<file path="src/rtl/tcf_regs.vh">
// register map, field positions and mode codes of the timer capture and flag block
// assumes a 32-bit AHB-Lite bus; each 8-bit register sits in the low byte of one word
`ifndef TCF_REGS_VH
`define TCF_REGS_VH

// ************************************************************
// register byte offsets
// ************************************************************
`define TCF_A_CAP1_LO 8'h00
`define TCF_A_CAP1_HI 8'h04
`define TCF_A_CAP3_LO 8'h08
`define TCF_A_CAP3_HI 8'h0c
`define TCF_A_IRQ_EN 8'h10
`define TCF_A_IRQ_EN_EXT 8'h14
`define TCF_A_FLAGS 8'h18
`define TCF_A_FLAGS_EXT 8'h1c
`define TCF_A_CTRL 8'h20
`define TCF_A_STATUS 8'h24
`define TCF_A_MASK 8'h28

// ************************************************************
// bit positions, timer 1 in the base registers
// ************************************************************
`define TCF_T1_WRAP 7
`define TCF_T1_MA 6
`define TCF_T1_MB 5
`define TCF_T1_CAP 3

// ************************************************************
// bit positions, timer 3 in the extended registers
// ************************************************************
`define TCF_T3_CAP 5
`define TCF_T3_MA 4
`define TCF_T3_MB 3
`define TCF_T3_WRAP 2

// ************************************************************
// control register fields and status bits
// ************************************************************
`define TCF_C_SRC_CMP 0
`define TCF_C_EDGE_T1 1
`define TCF_C_EDGE_T3 2
`define TCF_S_CAP_T1 0
`define TCF_S_CAP_T3 1

// ************************************************************
// reset values and constants
// ************************************************************
`define TCF_RST8 8'h00
`define TCF_RST16 16'h0000
`define TCF_RST32 32'h0000_0000
`define TCF_RST2 2'h0
`define TCF_RST3 3'h0
`define TCF_RST4 4'h0
`define TCF_SYNC_FILL 3'h4
`define TCF_MAX 16'hffff
`define TCF_HTRANS_NSEQ 2'b10

// ************************************************************
// waveform mode codes
// ************************************************************
`define TCF_M_NORMAL 4'h0
`define TCF_M_CTC_CMP 4'h4
`define TCF_M_PFC_CAP 4'h8
`define TCF_M_PC_CAP 4'ha
`define TCF_M_CTC_CAP 4'hc
`define TCF_M_FAST_CAP 4'he

`endif

</file>
<file path="src/rtl/tcf_top.v">
// capture registers, event flags and interrupt requests for 16-bit timers 1 and 3
// assumes the counter sequencer, compare registers and prescaler sit outside and
// run on hclk; capture pins and comparator output are asynchronous
`include "tcf_regs.vh"

module tcf_top (
	input wire hclk,
	input wire hresetn,
	input wire hsel,
	input wire [31:0] haddr,
	input wire [1:0] htrans,
	input wire hwrite,
	input wire [2:0] hsize,
	input wire [31:0] hwdata,
	input wire hready,
	output reg [31:0] hrdata,
	output reg hreadyout,
	output reg hresp,
	input wire [15:0] count_value_t1,
	input wire [15:0] count_value_t3,
	input wire [15:0] compare_a_t1,
	input wire [15:0] compare_b_t1,
	input wire [15:0] compare_a_t3,
	input wire [15:0] compare_b_t3,
	input wire [3:0] waveform_mode_sel_t1,
	input wire [3:0] waveform_mode_sel_t3,
	input wire timer_tick_t1,
	input wire timer_tick_t3,
	input wire top_hit_t1,
	input wire top_hit_t3,
	input wire capture_pin_t1,
	input wire capture_pin_t3,
	input wire comparator_out,
	input wire global_irq_en,
	input wire [3:0] vector_ack_t1,
	input wire [3:0] vector_ack_t3,
	output reg [3:0] irq_req_t1,
	output reg [3:0] irq_req_t3,
	output reg [15:0] ceiling_value_t1,
	output reg [15:0] ceiling_value_t3,
	output reg irq
);

	// ************************************************************
	// internal flag order per timer: 0 wrap, 1 match b, 2 match a, 3 capture
	// ************************************************************
	wire [31:0] cnt_all;
	wire [31:0] cmpa_all;
	wire [31:0] cmpb_all;
	wire [7:0] mode_all;
	wire [1:0] tick_all;
	wire [1:0] top_all;
	wire [7:0] ack_all;
	wire [7:0] set_ev;
	wire [1:0] cap_evt;
	wire [1:0] cap_wr;
	wire [2:0] pin_edge;
	wire [2:0] pin_raw;
	wire [2:0] pin_rise_sel;
	wire [15:0] cap_q [0:1];
	reg [2:0] fill_q;
	wire sync_primed;
	reg [7:0] flag_q;
	reg [7:0] flag_d;
	reg [7:0] en_q;
	reg [7:0] temp_q;
	reg [7:0] ctrl_q;
	reg [1:0] stat_q;
	reg [1:0] stat_d;
	reg [1:0] mask_q;
	reg pend_q;
	reg pend_wr_q;
	reg [7:0] pend_addr_q;
	reg [7:0] w1c;
	reg [1:0] stat_rd_clr;
	reg [31:0] rd_d;

	assign cnt_all = {count_value_t3, count_value_t1};
	assign cmpa_all = {compare_a_t3, compare_a_t1};
	assign cmpb_all = {compare_b_t3, compare_b_t1};
	assign mode_all = {waveform_mode_sel_t3, waveform_mode_sel_t1};
	assign tick_all = {timer_tick_t3, timer_tick_t1};
	assign top_all = {top_hit_t3, top_hit_t1};
	assign ack_all = {vector_ack_t3, vector_ack_t1};
	assign pin_raw = {comparator_out, capture_pin_t3, capture_pin_t1};
	assign pin_rise_sel = {ctrl_q[`TCF_C_EDGE_T1], ctrl_q[`TCF_C_EDGE_T3],
		ctrl_q[`TCF_C_EDGE_T1]};

	// ************************************************************
	// pin synchronisers and edge detection
	// ************************************************************
	// a change counts only once stages two and three agree; the first stage
	// feeds nothing but the second, so metastability stays contained
	// the stages hold reset zeros for a few cycles; until they carry the pin,
	// level just follows stage three, so an idle-high pin gives no false edge
	assign sync_primed = (fill_q == `TCF_SYNC_FILL);
	always @(posedge hclk or negedge hresetn) begin
		if (!hresetn)
			fill_q <= `TCF_RST3;
		else if (!sync_primed)
			fill_q <= fill_q + 3'h1;
	end

	genvar p;
	generate
		for (p = 0; p < 3; p = p + 1) begin : g_pin
			reg s1_q;
			reg s2_q;
			reg s3_q;
			reg level_q;
			always @(posedge hclk or negedge hresetn) begin
				if (!hresetn) begin
					s1_q <= 1'b0;
					s2_q <= 1'b0;
					s3_q <= 1'b0;
					level_q <= 1'b0;
				end else begin
					s1_q <= pin_raw[p];
					s2_q <= s1_q;
					s3_q <= s2_q;
					if (!sync_primed || (s2_q == s3_q))
						level_q <= s3_q;
				end
			end
			// edge select 1 means rising, 0 falling
			assign pin_edge[p] = sync_primed && (s2_q == s3_q) && (s3_q != level_q) &&
				(s3_q == pin_rise_sel[p]);
		end
	endgenerate

	// comparator source option, timer 1 only
	assign cap_evt[0] = ctrl_q[`TCF_C_SRC_CMP] ? pin_edge[2] : pin_edge[0];
	assign cap_evt[1] = pin_edge[1];

	// ************************************************************
	// per-timer capture register and flag events
	// ************************************************************
	genvar t;
	generate
		for (t = 0; t < 2; t = t + 1) begin : g_tmr
			wire [15:0] cnt;
			wire [3:0] mode;
			wire tick;
			wire cap_top;
			wire plain_mode;
			reg ma_q;
			reg mb_q;
			assign cnt = cnt_all[16*t +: 16];
			assign mode = mode_all[4*t +: 4];
			assign tick = tick_all[t];
			assign cap_top = (mode == `TCF_M_PFC_CAP) || (mode == `TCF_M_PC_CAP) ||
				(mode == `TCF_M_CTC_CAP) || (mode == `TCF_M_FAST_CAP);
			assign plain_mode = (mode == `TCF_M_NORMAL) || (mode == `TCF_M_CTC_CMP) ||
				(mode == `TCF_M_CTC_CAP);

			// compare result held until the next timer cycle
			always @(posedge hclk or negedge hresetn) begin
				if (!hresetn) begin
					ma_q <= 1'b0;
					mb_q <= 1'b0;
				end else if (tick) begin
					ma_q <= (cnt == cmpa_all[16*t +: 16]);
					mb_q <= (cnt == cmpb_all[16*t +: 16]);
				end
			end
			// only the held compare result sets a match flag
			assign set_ev[4*t+2] = tick && ma_q;
			assign set_ev[4*t+1] = tick && mb_q;

			// overflow in normal and clear modes, sequencer top otherwise
			assign set_ev[4*t] = tick && (plain_mode ? (cnt == `TCF_MAX) : top_all[t]);

			// pin event, ceiling reached when used as top
			assign set_ev[4*t+3] = cap_top ? (tick && (cnt == cap_q[t])) : cap_evt[t];

			reg [15:0] val_q;
			// copy count on pin event unless used as top, cpu write has priority
			always @(posedge hclk or negedge hresetn) begin
				if (!hresetn)
					val_q <= `TCF_RST16;
				else if (cap_wr[t])
					val_q <= {temp_q, hwdata[7:0]};
				else if (!cap_top && cap_evt[t])
					val_q <= cnt;
			end
			assign cap_q[t] = val_q;
		end
	endgenerate

	// ************************************************************
	// bus slave: one wait state, data phase action
	// ************************************************************
	// every access takes one extra cycle so read data and side effects come
	// from flops; this costs bandwidth but keeps hrdata glitch free
	wire take = hsel && (htrans == `TCF_HTRANS_NSEQ) && hready;
	wire do_wr = pend_q && pend_wr_q;
	wire do_rd = pend_q && !pend_wr_q;

	// low byte write pairs with the held high byte
	assign cap_wr[0] = do_wr && (pend_addr_q == `TCF_A_CAP1_LO);
	assign cap_wr[1] = do_wr && (pend_addr_q == `TCF_A_CAP3_LO);

	always @(posedge hclk or negedge hresetn) begin
		if (!hresetn) begin
			pend_q <= 1'b0;
			pend_wr_q <= 1'b0;
			pend_addr_q <= `TCF_RST8;
			hreadyout <= 1'b1;
			hresp <= 1'b0;
			hrdata <= `TCF_RST32;
		end else begin
			hresp <= 1'b0;
			if (pend_q) begin
				pend_q <= 1'b0;
				hreadyout <= 1'b1;
				if (!pend_wr_q)
					hrdata <= rd_d;
			end else if (take) begin
				pend_q <= 1'b1;
				pend_wr_q <= hwrite;
				pend_addr_q <= haddr[7:0];
				hreadyout <= 1'b0;
			end
		end
	end

	// ************************************************************
	// read mux and read side effects
	// ************************************************************
	always @* begin
		rd_d = `TCF_RST32;
		case (pend_addr_q)
			`TCF_A_CAP1_LO: begin
				rd_d[7:0] = cap_q[0][7:0];
			end
			`TCF_A_CAP3_LO: begin
				rd_d[7:0] = cap_q[1][7:0];
			end
			`TCF_A_CAP1_HI, `TCF_A_CAP3_HI: begin
				rd_d[7:0] = temp_q;
			end
			`TCF_A_IRQ_EN: begin
				rd_d[`TCF_T1_WRAP] = en_q[0];
				rd_d[`TCF_T1_MA] = en_q[2];
				rd_d[`TCF_T1_MB] = en_q[1];
				rd_d[`TCF_T1_CAP] = en_q[3];
			end
			`TCF_A_IRQ_EN_EXT: begin
				rd_d[`TCF_T3_WRAP] = en_q[4];
				rd_d[`TCF_T3_MA] = en_q[6];
				rd_d[`TCF_T3_MB] = en_q[5];
				rd_d[`TCF_T3_CAP] = en_q[7];
			end
			`TCF_A_FLAGS: begin
				rd_d[`TCF_T1_WRAP] = flag_q[0];
				rd_d[`TCF_T1_MA] = flag_q[2];
				rd_d[`TCF_T1_MB] = flag_q[1];
				rd_d[`TCF_T1_CAP] = flag_q[3];
			end
			// timer 3 flags, unused bits stay zero
			`TCF_A_FLAGS_EXT: begin
				rd_d[`TCF_T3_WRAP] = flag_q[4];
				rd_d[`TCF_T3_MA] = flag_q[6];
				rd_d[`TCF_T3_MB] = flag_q[5];
				rd_d[`TCF_T3_CAP] = flag_q[7];
			end
			`TCF_A_CTRL: begin
				rd_d[7:0] = ctrl_q;
			end
			`TCF_A_STATUS: begin
				rd_d[1:0] = stat_q;
			end
			`TCF_A_MASK: begin
				rd_d[1:0] = mask_q;
			end
			default: begin
				rd_d = `TCF_RST32;
			end
		endcase
	end

	// ************************************************************
	// control registers and holding byte
	// ************************************************************
	always @(posedge hclk or negedge hresetn) begin
		if (!hresetn) begin
			en_q <= `TCF_RST8;
			ctrl_q <= `TCF_RST8;
			mask_q <= `TCF_RST2;
			temp_q <= `TCF_RST8;
		end else begin
			// one shared holding byte: low read latches high, high write parks it
			if (do_rd && (pend_addr_q == `TCF_A_CAP1_LO))
				temp_q <= cap_q[0][15:8];
			else if (do_rd && (pend_addr_q == `TCF_A_CAP3_LO))
				temp_q <= cap_q[1][15:8];
			else if (do_wr && ((pend_addr_q == `TCF_A_CAP1_HI) ||
				(pend_addr_q == `TCF_A_CAP3_HI)))
				temp_q <= hwdata[7:0];
			if (do_wr && (pend_addr_q == `TCF_A_IRQ_EN)) begin
				en_q[0] <= hwdata[`TCF_T1_WRAP];
				en_q[1] <= hwdata[`TCF_T1_MB];
				en_q[2] <= hwdata[`TCF_T1_MA];
				en_q[3] <= hwdata[`TCF_T1_CAP];
			end
			if (do_wr && (pend_addr_q == `TCF_A_IRQ_EN_EXT)) begin
				en_q[4] <= hwdata[`TCF_T3_WRAP];
				en_q[5] <= hwdata[`TCF_T3_MB];
				en_q[6] <= hwdata[`TCF_T3_MA];
				en_q[7] <= hwdata[`TCF_T3_CAP];
			end
			if (do_wr && (pend_addr_q == `TCF_A_CTRL))
				ctrl_q <= hwdata[7:0];
			if (do_wr && (pend_addr_q == `TCF_A_MASK))
				mask_q <= hwdata[1:0];
		end
	end

	// ************************************************************
	// event flags and interrupt requests
	// ************************************************************
	always @* begin
		w1c = `TCF_RST8;
		// written one clears, written zero leaves the flag
		if (do_wr && (pend_addr_q == `TCF_A_FLAGS)) begin
			w1c[0] = hwdata[`TCF_T1_WRAP];
			w1c[1] = hwdata[`TCF_T1_MB];
			w1c[2] = hwdata[`TCF_T1_MA];
			w1c[3] = hwdata[`TCF_T1_CAP];
		end
		if (do_wr && (pend_addr_q == `TCF_A_FLAGS_EXT)) begin
			w1c[4] = hwdata[`TCF_T3_WRAP];
			w1c[5] = hwdata[`TCF_T3_MB];
			w1c[6] = hwdata[`TCF_T3_MA];
			w1c[7] = hwdata[`TCF_T3_CAP];
		end
		// set term applied last so it wins
		flag_d = (flag_q & ~(w1c | ack_all)) | set_ev;
		stat_rd_clr = (do_rd && (pend_addr_q == `TCF_A_STATUS)) ? 2'b11 : 2'b00;
		stat_d = (stat_q & ~stat_rd_clr) | {set_ev[7], set_ev[3]};
	end

	always @(posedge hclk or negedge hresetn) begin
		if (!hresetn) begin
			flag_q <= `TCF_RST8;
			stat_q <= `TCF_RST2;
			irq <= 1'b0;
			irq_req_t1 <= `TCF_RST4;
			irq_req_t3 <= `TCF_RST4;
			ceiling_value_t1 <= `TCF_RST16;
			ceiling_value_t3 <= `TCF_RST16;
		end else begin
			flag_q <= flag_d;
			stat_q <= stat_d;
			irq <= |(stat_d & mask_q);
			// enable, global flag and event flag together
			irq_req_t1 <= global_irq_en ? (flag_d[3:0] & en_q[3:0]) : 4'h0;
			irq_req_t3 <= global_irq_en ? (flag_d[7:4] & en_q[7:4]) : 4'h0;
			// capture register offered as ceiling to the sequencer
			ceiling_value_t1 <= cap_q[0];
			ceiling_value_t3 <= cap_q[1];
		end
	end

endmodule // tcf_top

</file>
<file path="config.mk">
export PLATFORM = sky130hd
export DESIGN_NAME = tcf_top
export DESIGN_NICKNAME = d
export VERILOG_FILES = /design/src/rtl/tcf_top.v
export VERILOG_INCLUDE_DIRS = /design/src /design/src/rtl
export SDC_FILE = /design/constraint.sdc
export NUM_CORES = 1
export LEC_CHECK = 0
export BUFFER_PORTS_ARGS = -buffer_cell sky130_fd_sc_hd__buf_2
export CAP_MARGIN = 20
export CORE_MARGIN = 5
export CORE_UTILIZATION = 45
export CTS_CLUSTER_SIZE = 24
export DETAILED_ROUTE_END_ITERATION = 10
export PLACE_DENSITY = 0.8
export SLEW_MARGIN = 30
export SYNTH_ARGS = -nofsm -noshare
export SYNTH_HDL_FRONTEND = slang
export SYNTH_SLANG_ARGS = --single-unit
export TNS_END_PERCENT = 1
</file>
<file path="constraint.sdc">
create_clock -name hclk -period 6.59 [get_ports hclk]
set_clock_uncertainty 0.05 [all_clocks]
set_input_delay 1.318 -clock hclk [delete_from_list [all_inputs] [get_ports hclk]]
set_output_delay 1.318 -clock hclk [all_outputs]
set_load 0.05 [all_outputs]
</file>
==> metrics.txt, run 1 <==
crit path DAT 3090 ps; Fin Hold WS 301.1 ps; clock root cell clkbuf_16; met2 WL 10.23 mm; DRT met1 WL 8.891 mm; post-synth top area share 0.4855; largest net degree at the start of global routing 120; FF+latch area 0.003680 sq mm; area leader, netlist dfrtp_1; top cells by area, synth dfrtp_1 49%, xnor2_1 11%, mux2i_1 6.5%, mux2_2 4.8%, nand4_1 2.7%; Inserted Clock Buffers 17; Worst setup EP type flop; CP Class reg2reg; final hold vios 0; Primary FF master, synth dfrtp_1; final critical-path share of the clock period 0.4345; GPL Wtd Cong 0.9781; Worst-Margin Slew 873.4 ps; setup_tns 0 ps; die area 0.01941 sq mm; initial core utilization 0.4570; drt first pass iters 5; Max Freq 349.2 MHz; Cell variety after synth 57; CTS sink cnt 147; Max VDD drop 0.0001980 V; max-cap check violation count 0; cts-stage hold buffer count 0; CTS tree built; asr flop ratio synth 1.000; CP max FO 32; Max Root-Sink Buffers 2; vias in the first global route 6039; Die H 139.3 um; max-slew violation count 0; synthesized area per cell 10.75 sq um; io pins 269; Cells after Synth 700; # diodes 0; Area Overhead vs Synth 20.70%; DRT iter0 DRCs 551; Yosys warnings 0; placed cell count 1063; RSZ-0062 raised after global routing false; power density cells 326.1 mW/mm^2; commonest cells in the synthesized netlist 146 x dfrtp_1, 97 x xnor2_1, 49 x mux2i_1, 41 x clkbuf_1; number of flops mapped to enable cells by yosys 0; die width 139.3 um; GRT Total Usage 0.2221; CP required 6820 ps; FP Rows 47; initial antenna violation count 0; CTS H-tree lvls 4; multi-input logic area 0.003483 sq mm; leak pwr 4.019 nW; Setup crit start kind flop; count of final setup violators 0; vias 6022; DP HPWL 16.33 mm; Avg Vias per Cell 5.495; post-CTS sizing 0; layout cells sized above 1 0.3128; Clk pin slew, worst setup/hold paths 60 ps; # Post-CTS Setup Buffers 0; Seq/Total Area, Yosys 0.4890; Top Metal Used met4; Core Area 0.01647 sq mm; status finished clean; first-pass GRT wire length 33.79 mm; clock insertion delay at the later pin of the skew report 430 ps; Non-Filler Instances 1096; routed length per instance 19.88 um; met3 WL post-DR 2.072 mm; Hold/Removal Path Class reg2reg; most numerous cell in the Yosys netlist dfrtp_1; # DRC 0; Buffers on Ports 192; min Tclk post-route 2863 ps; relative slew slack 0.4132; Final ANT Viol Nets 0; gr ovfl total 0; final wirelength 21.78 mm; fin nets 1059; Mapped Area 0.007525 sq mm; FF+latch count, synth 147; filler cell count in the final layout 1449
layer usage:
metal	up-vias	track usage
li1	2751	-
met1	2928	0.2991
met2	298	0.3466
met3	45	0.06175
met4	0	0.07827
met5	-	0
final timing paths:
check | slack [ps] | endpoint | from | depth (start not counted)
hold / removal | 300 | g_pin[2].s2_q | g_pin[2].s1_q | 0
setup / recovery | 3730 | g_tmr[0].val_q[15] | pend_addr_q[3] | 5
min in group asynchronous | 720 | temp_q[5] | hresetn | 1
setup reg to reg | 3730 | g_tmr[0].val_q[15] | pend_addr_q[3] | 5
hold reg to reg | 300 | g_pin[2].s2_q | g_pin[2].s1_q | 0
max in group asynchronous | 5030 | hreadyout | hresetn | 2
logic make-up after synthesis:
logic type      synth area share
compound gates           0.08580
xor+xnor                  0.1141
fa+ha+maj               0.003325
buf+inv                  0.06285
flops                     0.4890
mux                       0.1161
other cells            0.0004984
simple gates              0.1284
area by class of cell:
cell class                 count  share of cell area
sequential                   147              0.4052
multi-input combinational    488              0.3835
timing repair buffer         197              0.1132
clock buffer                  19             0.04766
tap                          220             0.03031
clock inverter                13             0.01515
inverter                      12            0.004959
through the flow:
stage / utilization / total power, W / setup WS [ps] / area [sq um]
6_report: 0.5516 / 0.002962 / 3727 / 9082
4_1_cts: 0.5499 / 0.002969 / 3785 / 9055
3_5_place_dp: 0.5153 / 0.002037 / 3755 / 8484
3_3_place_gp: 0.5147 / 0.002017 / 3523 / 8476
5_1_grt: 0.5516 / 0.003085 / 3518 / 9082
2_1_floorplan: - / 0.001774 / 4108 / 7615
power breakdown:
group / leakage, nW / total [W] / internal [W] / switching (W)
clock network: 0.273 / 0.000934 / 0.000555 / 0.000379
registers: 1.78 / 0.00127 / 0.00107 / 0.000198
logic: 1.96 / 0.000760 / 0.000255 / 0.000505
flip-flops by register name, indices dropped and copies added, names as in the netlist, 8 cells and up:
register,cells
ceiling_value_t1,16
temp_q,8
ctrl_q,8
g_tmr.val_q,32
pend_addr_q,8
ceiling_value_t3,16
flag_q,8
hrdata,8
en_q,8
cells in the final DEF (no fill, tap or decap), drive strengths merged, types with 9 or more instances in the layout:
master  instances
a21oi          21
a22oi          13
and3           10
buf           197
clkbuf         19
conb           25
dfrtp         146
inv            12
mux2           32
mux2i          49
nand2          40
nand3           9
nand4          32
nor2           39
nor3           11
nor4            9
o21ai          36
xnor2          97
worst max-delay path, stage by stage, from the launching register on:
cell and delay, ps:
dfrtp_1 590, or4_1 740, nor2_1 430, nand3_2 550
nor2_1 280, a21oi_1 70
No activity file was read; power rests on OpenSTA's default activity.
==> run 2, diff against run 1 <==
PLACE_DENSITY = 0.83   (was 0.8)
clock period = 2.6 ns   (was 6.59 ns; I/O delays follow)
==> metrics.txt, run 2 (synthesized netlist as in run 1, its figures left out) <==
status finished clean (unchanged); setup_tns 0 ps (unchanged); pre-CTS WS 325.8 ps (was 3755 ps); cts-stage hold buffer count 1 (was 0); final hold vios 0 (unchanged); first-pass GRT wire length 35.14 mm (was 33.79 mm); Final ANT Viol Nets 0 (unchanged); initial antenna violation count 0 (unchanged); met2 WL 10.51 mm (was 10.23 mm); leak pwr 4.149 nW (was 4.019 nW); Avg Vias per Cell 5.491 (was 5.495); vias in the first global route 6321 (was 6039); clock insertion delay at the later pin of the skew report 430 ps (about the same); design area 0.009268 sq mm (was 0.009082 sq mm); # diodes 0 (unchanged); final wirelength 22.01 mm (was 21.78 mm); commonest non-fill, non-tap cell in the layout buf_2 (unchanged); min Tclk post-route 2317 ps (was 2863 ps); DRT iter0 DRCs 600 (was 551); biggest regs g_tmr.val_q x32, ceiling_value_t1 x16, ceiling_value_t3 x16 (unchanged); die area 0.01941 sq mm (unchanged); Inserted Clock Buffers 17 (unchanged); largest net degree at the start of global routing 52 (was 120); RSZ-0062 raised after global routing false (unchanged); CTS H-tree lvls 4 (unchanged); Hold/Removal Path Class in2reg (was reg2reg); gr ovfl total 0 (unchanged); most frequent cells in the layout 191 x buf_2, 146 x dfrtp_1, 97 x xnor2_1 (unchanged); CP required 2860 ps (was 6820 ps); # Post-CTS Setup Buffers 0 (unchanged); io pins 269 (unchanged); Core Area 0.01647 sq mm (unchanged); Worst-Margin Slew 695.6 ps (was 873.4 ps); DP HPWL 16.68 mm (was 16.33 mm); final critical-path share of the clock period 0.8913 (was 0.4345); # DRC 0 (unchanged); GRT Total Usage 0.2306 (was 0.2221); vias 6139 (was 6022); Fin Hold WS 151.8 ps (was 301.1 ps); CTS tree built (unchanged); Clk pin slew, worst setup/hold paths 60 ps (about the same); Max Root-Sink Buffers 2 (unchanged); R2R cell count 6 (was 5); met3 WL post-DR 2.214 mm (was 2.072 mm); Area Overhead vs Synth 23.16% (was 20.70%); Max VDD drop 0.0005403 V (was 0.0001980 V); Reg with most FFs g_tmr.val_q (unchanged); count of final setup violators 0 (unchanged); setup ws final 282.7 ps (was 3727 ps); relative slew slack 0.5320 (was 0.4132); max-cap check violation count 0 (unchanged); max-slew violation count 0 (unchanged); fin nets 1081 (was 1059); initial core utilization 0.4570 (unchanged); layout cells sized above 1 0.3263 (was 0.3128); Hold Crit Depth 1 (was 0); routed length per instance 19.69 um (was 19.88 um); Top Metal Used met4 (unchanged); Setup crit start kind flop (unchanged); DRT met1 WL 8.705 mm (was 8.891 mm); die width 139.3 um (unchanged); area of placed instances 0.008666 sq mm (was 0.008484 sq mm); FP Rows 47 (unchanged); power density cells 822.3 mW/mm^2 (was 326.1 mW/mm^2); Util after Layout 0.5628 (was 0.5516); CP max FO 8 (was 32); post-CTS sizing 0 (unchanged); drt first pass iters 5 (unchanged); CP Class reg2reg (unchanged); number of flip-flops in the largest register 32 (unchanged); filler cell count in the final layout 1412 (was 1449); Buffers on Ports 192 (unchanged); GPL Wtd Cong 0.9615 (was 0.9781); Worst setup EP type flop (unchanged); clock root cell clkbuf_16 (unchanged); Max Freq 431.5 MHz (was 349.2 MHz); CTS sink cnt 147 (unchanged); crit path DAT 2580 ps (was 3090 ps); Die H 139.3 um (unchanged)
==> run 2: layer usage <==
metal,vias to the layer above,global-route usage
met5,-,0
met4,0,0.08548
met3,50,0.06072
met2,327,0.3626
met1,2970,0.3084
li1,2792,-
==> run 2: worst paths after layout <==
kind	from	slack [ps]	end
max in group asynchronous	hresetn	1180	hreadyout
worst max register to register	pend_addr_q[3]	280	irq_req_t1[1]
min in group asynchronous	hresetn	570	ceiling_value_t1[10]
worst max-delay path	pend_addr_q[3]	280	irq_req_t1[1]
worst min register to register	g_pin[2].s1_q	300	g_pin[2].s2_q
worst min-delay path	capture_pin_t3	150	g_pin[1].s1_q
==> run 2: per-stage QoR <==
stage          instances  power (W)
6_report            1118   0.007620
5_1_grt             1118   0.007946
4_1_cts             1118   0.007644
3_5_place_dp        1085   0.005197
3_3_place_gp        1085   0.005153
2_1_floorplan        724   0.004497
==> run 2: layout make-up <==
cell class	instances	area [sq um]	area share
Clock buffer	24	491.7	0.05306
Clock inverter	8	100.1	0.01080
Inverter	12	45.04	0.004860
Multi-Input combinational cell	488	3478	0.3753
Sequential cell	147	3680	0.3971
Tap cell	220	275.3	0.02970
Timing Repair Buffer	219	1197	0.1292
==> run 2: power breakdown <==
part | internal [W] | leakage (nW) | switching, W
Sequential | 0.00271 | 1.78 | 0.000465
Clock | 0.00151 | 0.290 | 0.000923
Combinational | 0.000677 | 2.08 | 0.00133
Total | 0.00490 | 4.15 | 0.00272
==> run 2: critical path: stages, from the launching register on <==
cell	delay (ps)
dfrtp_1	530
or4b_2	710
nor3_1	220
buf_4	180
nand2_1	50
a32o_1	280
and3_1	180
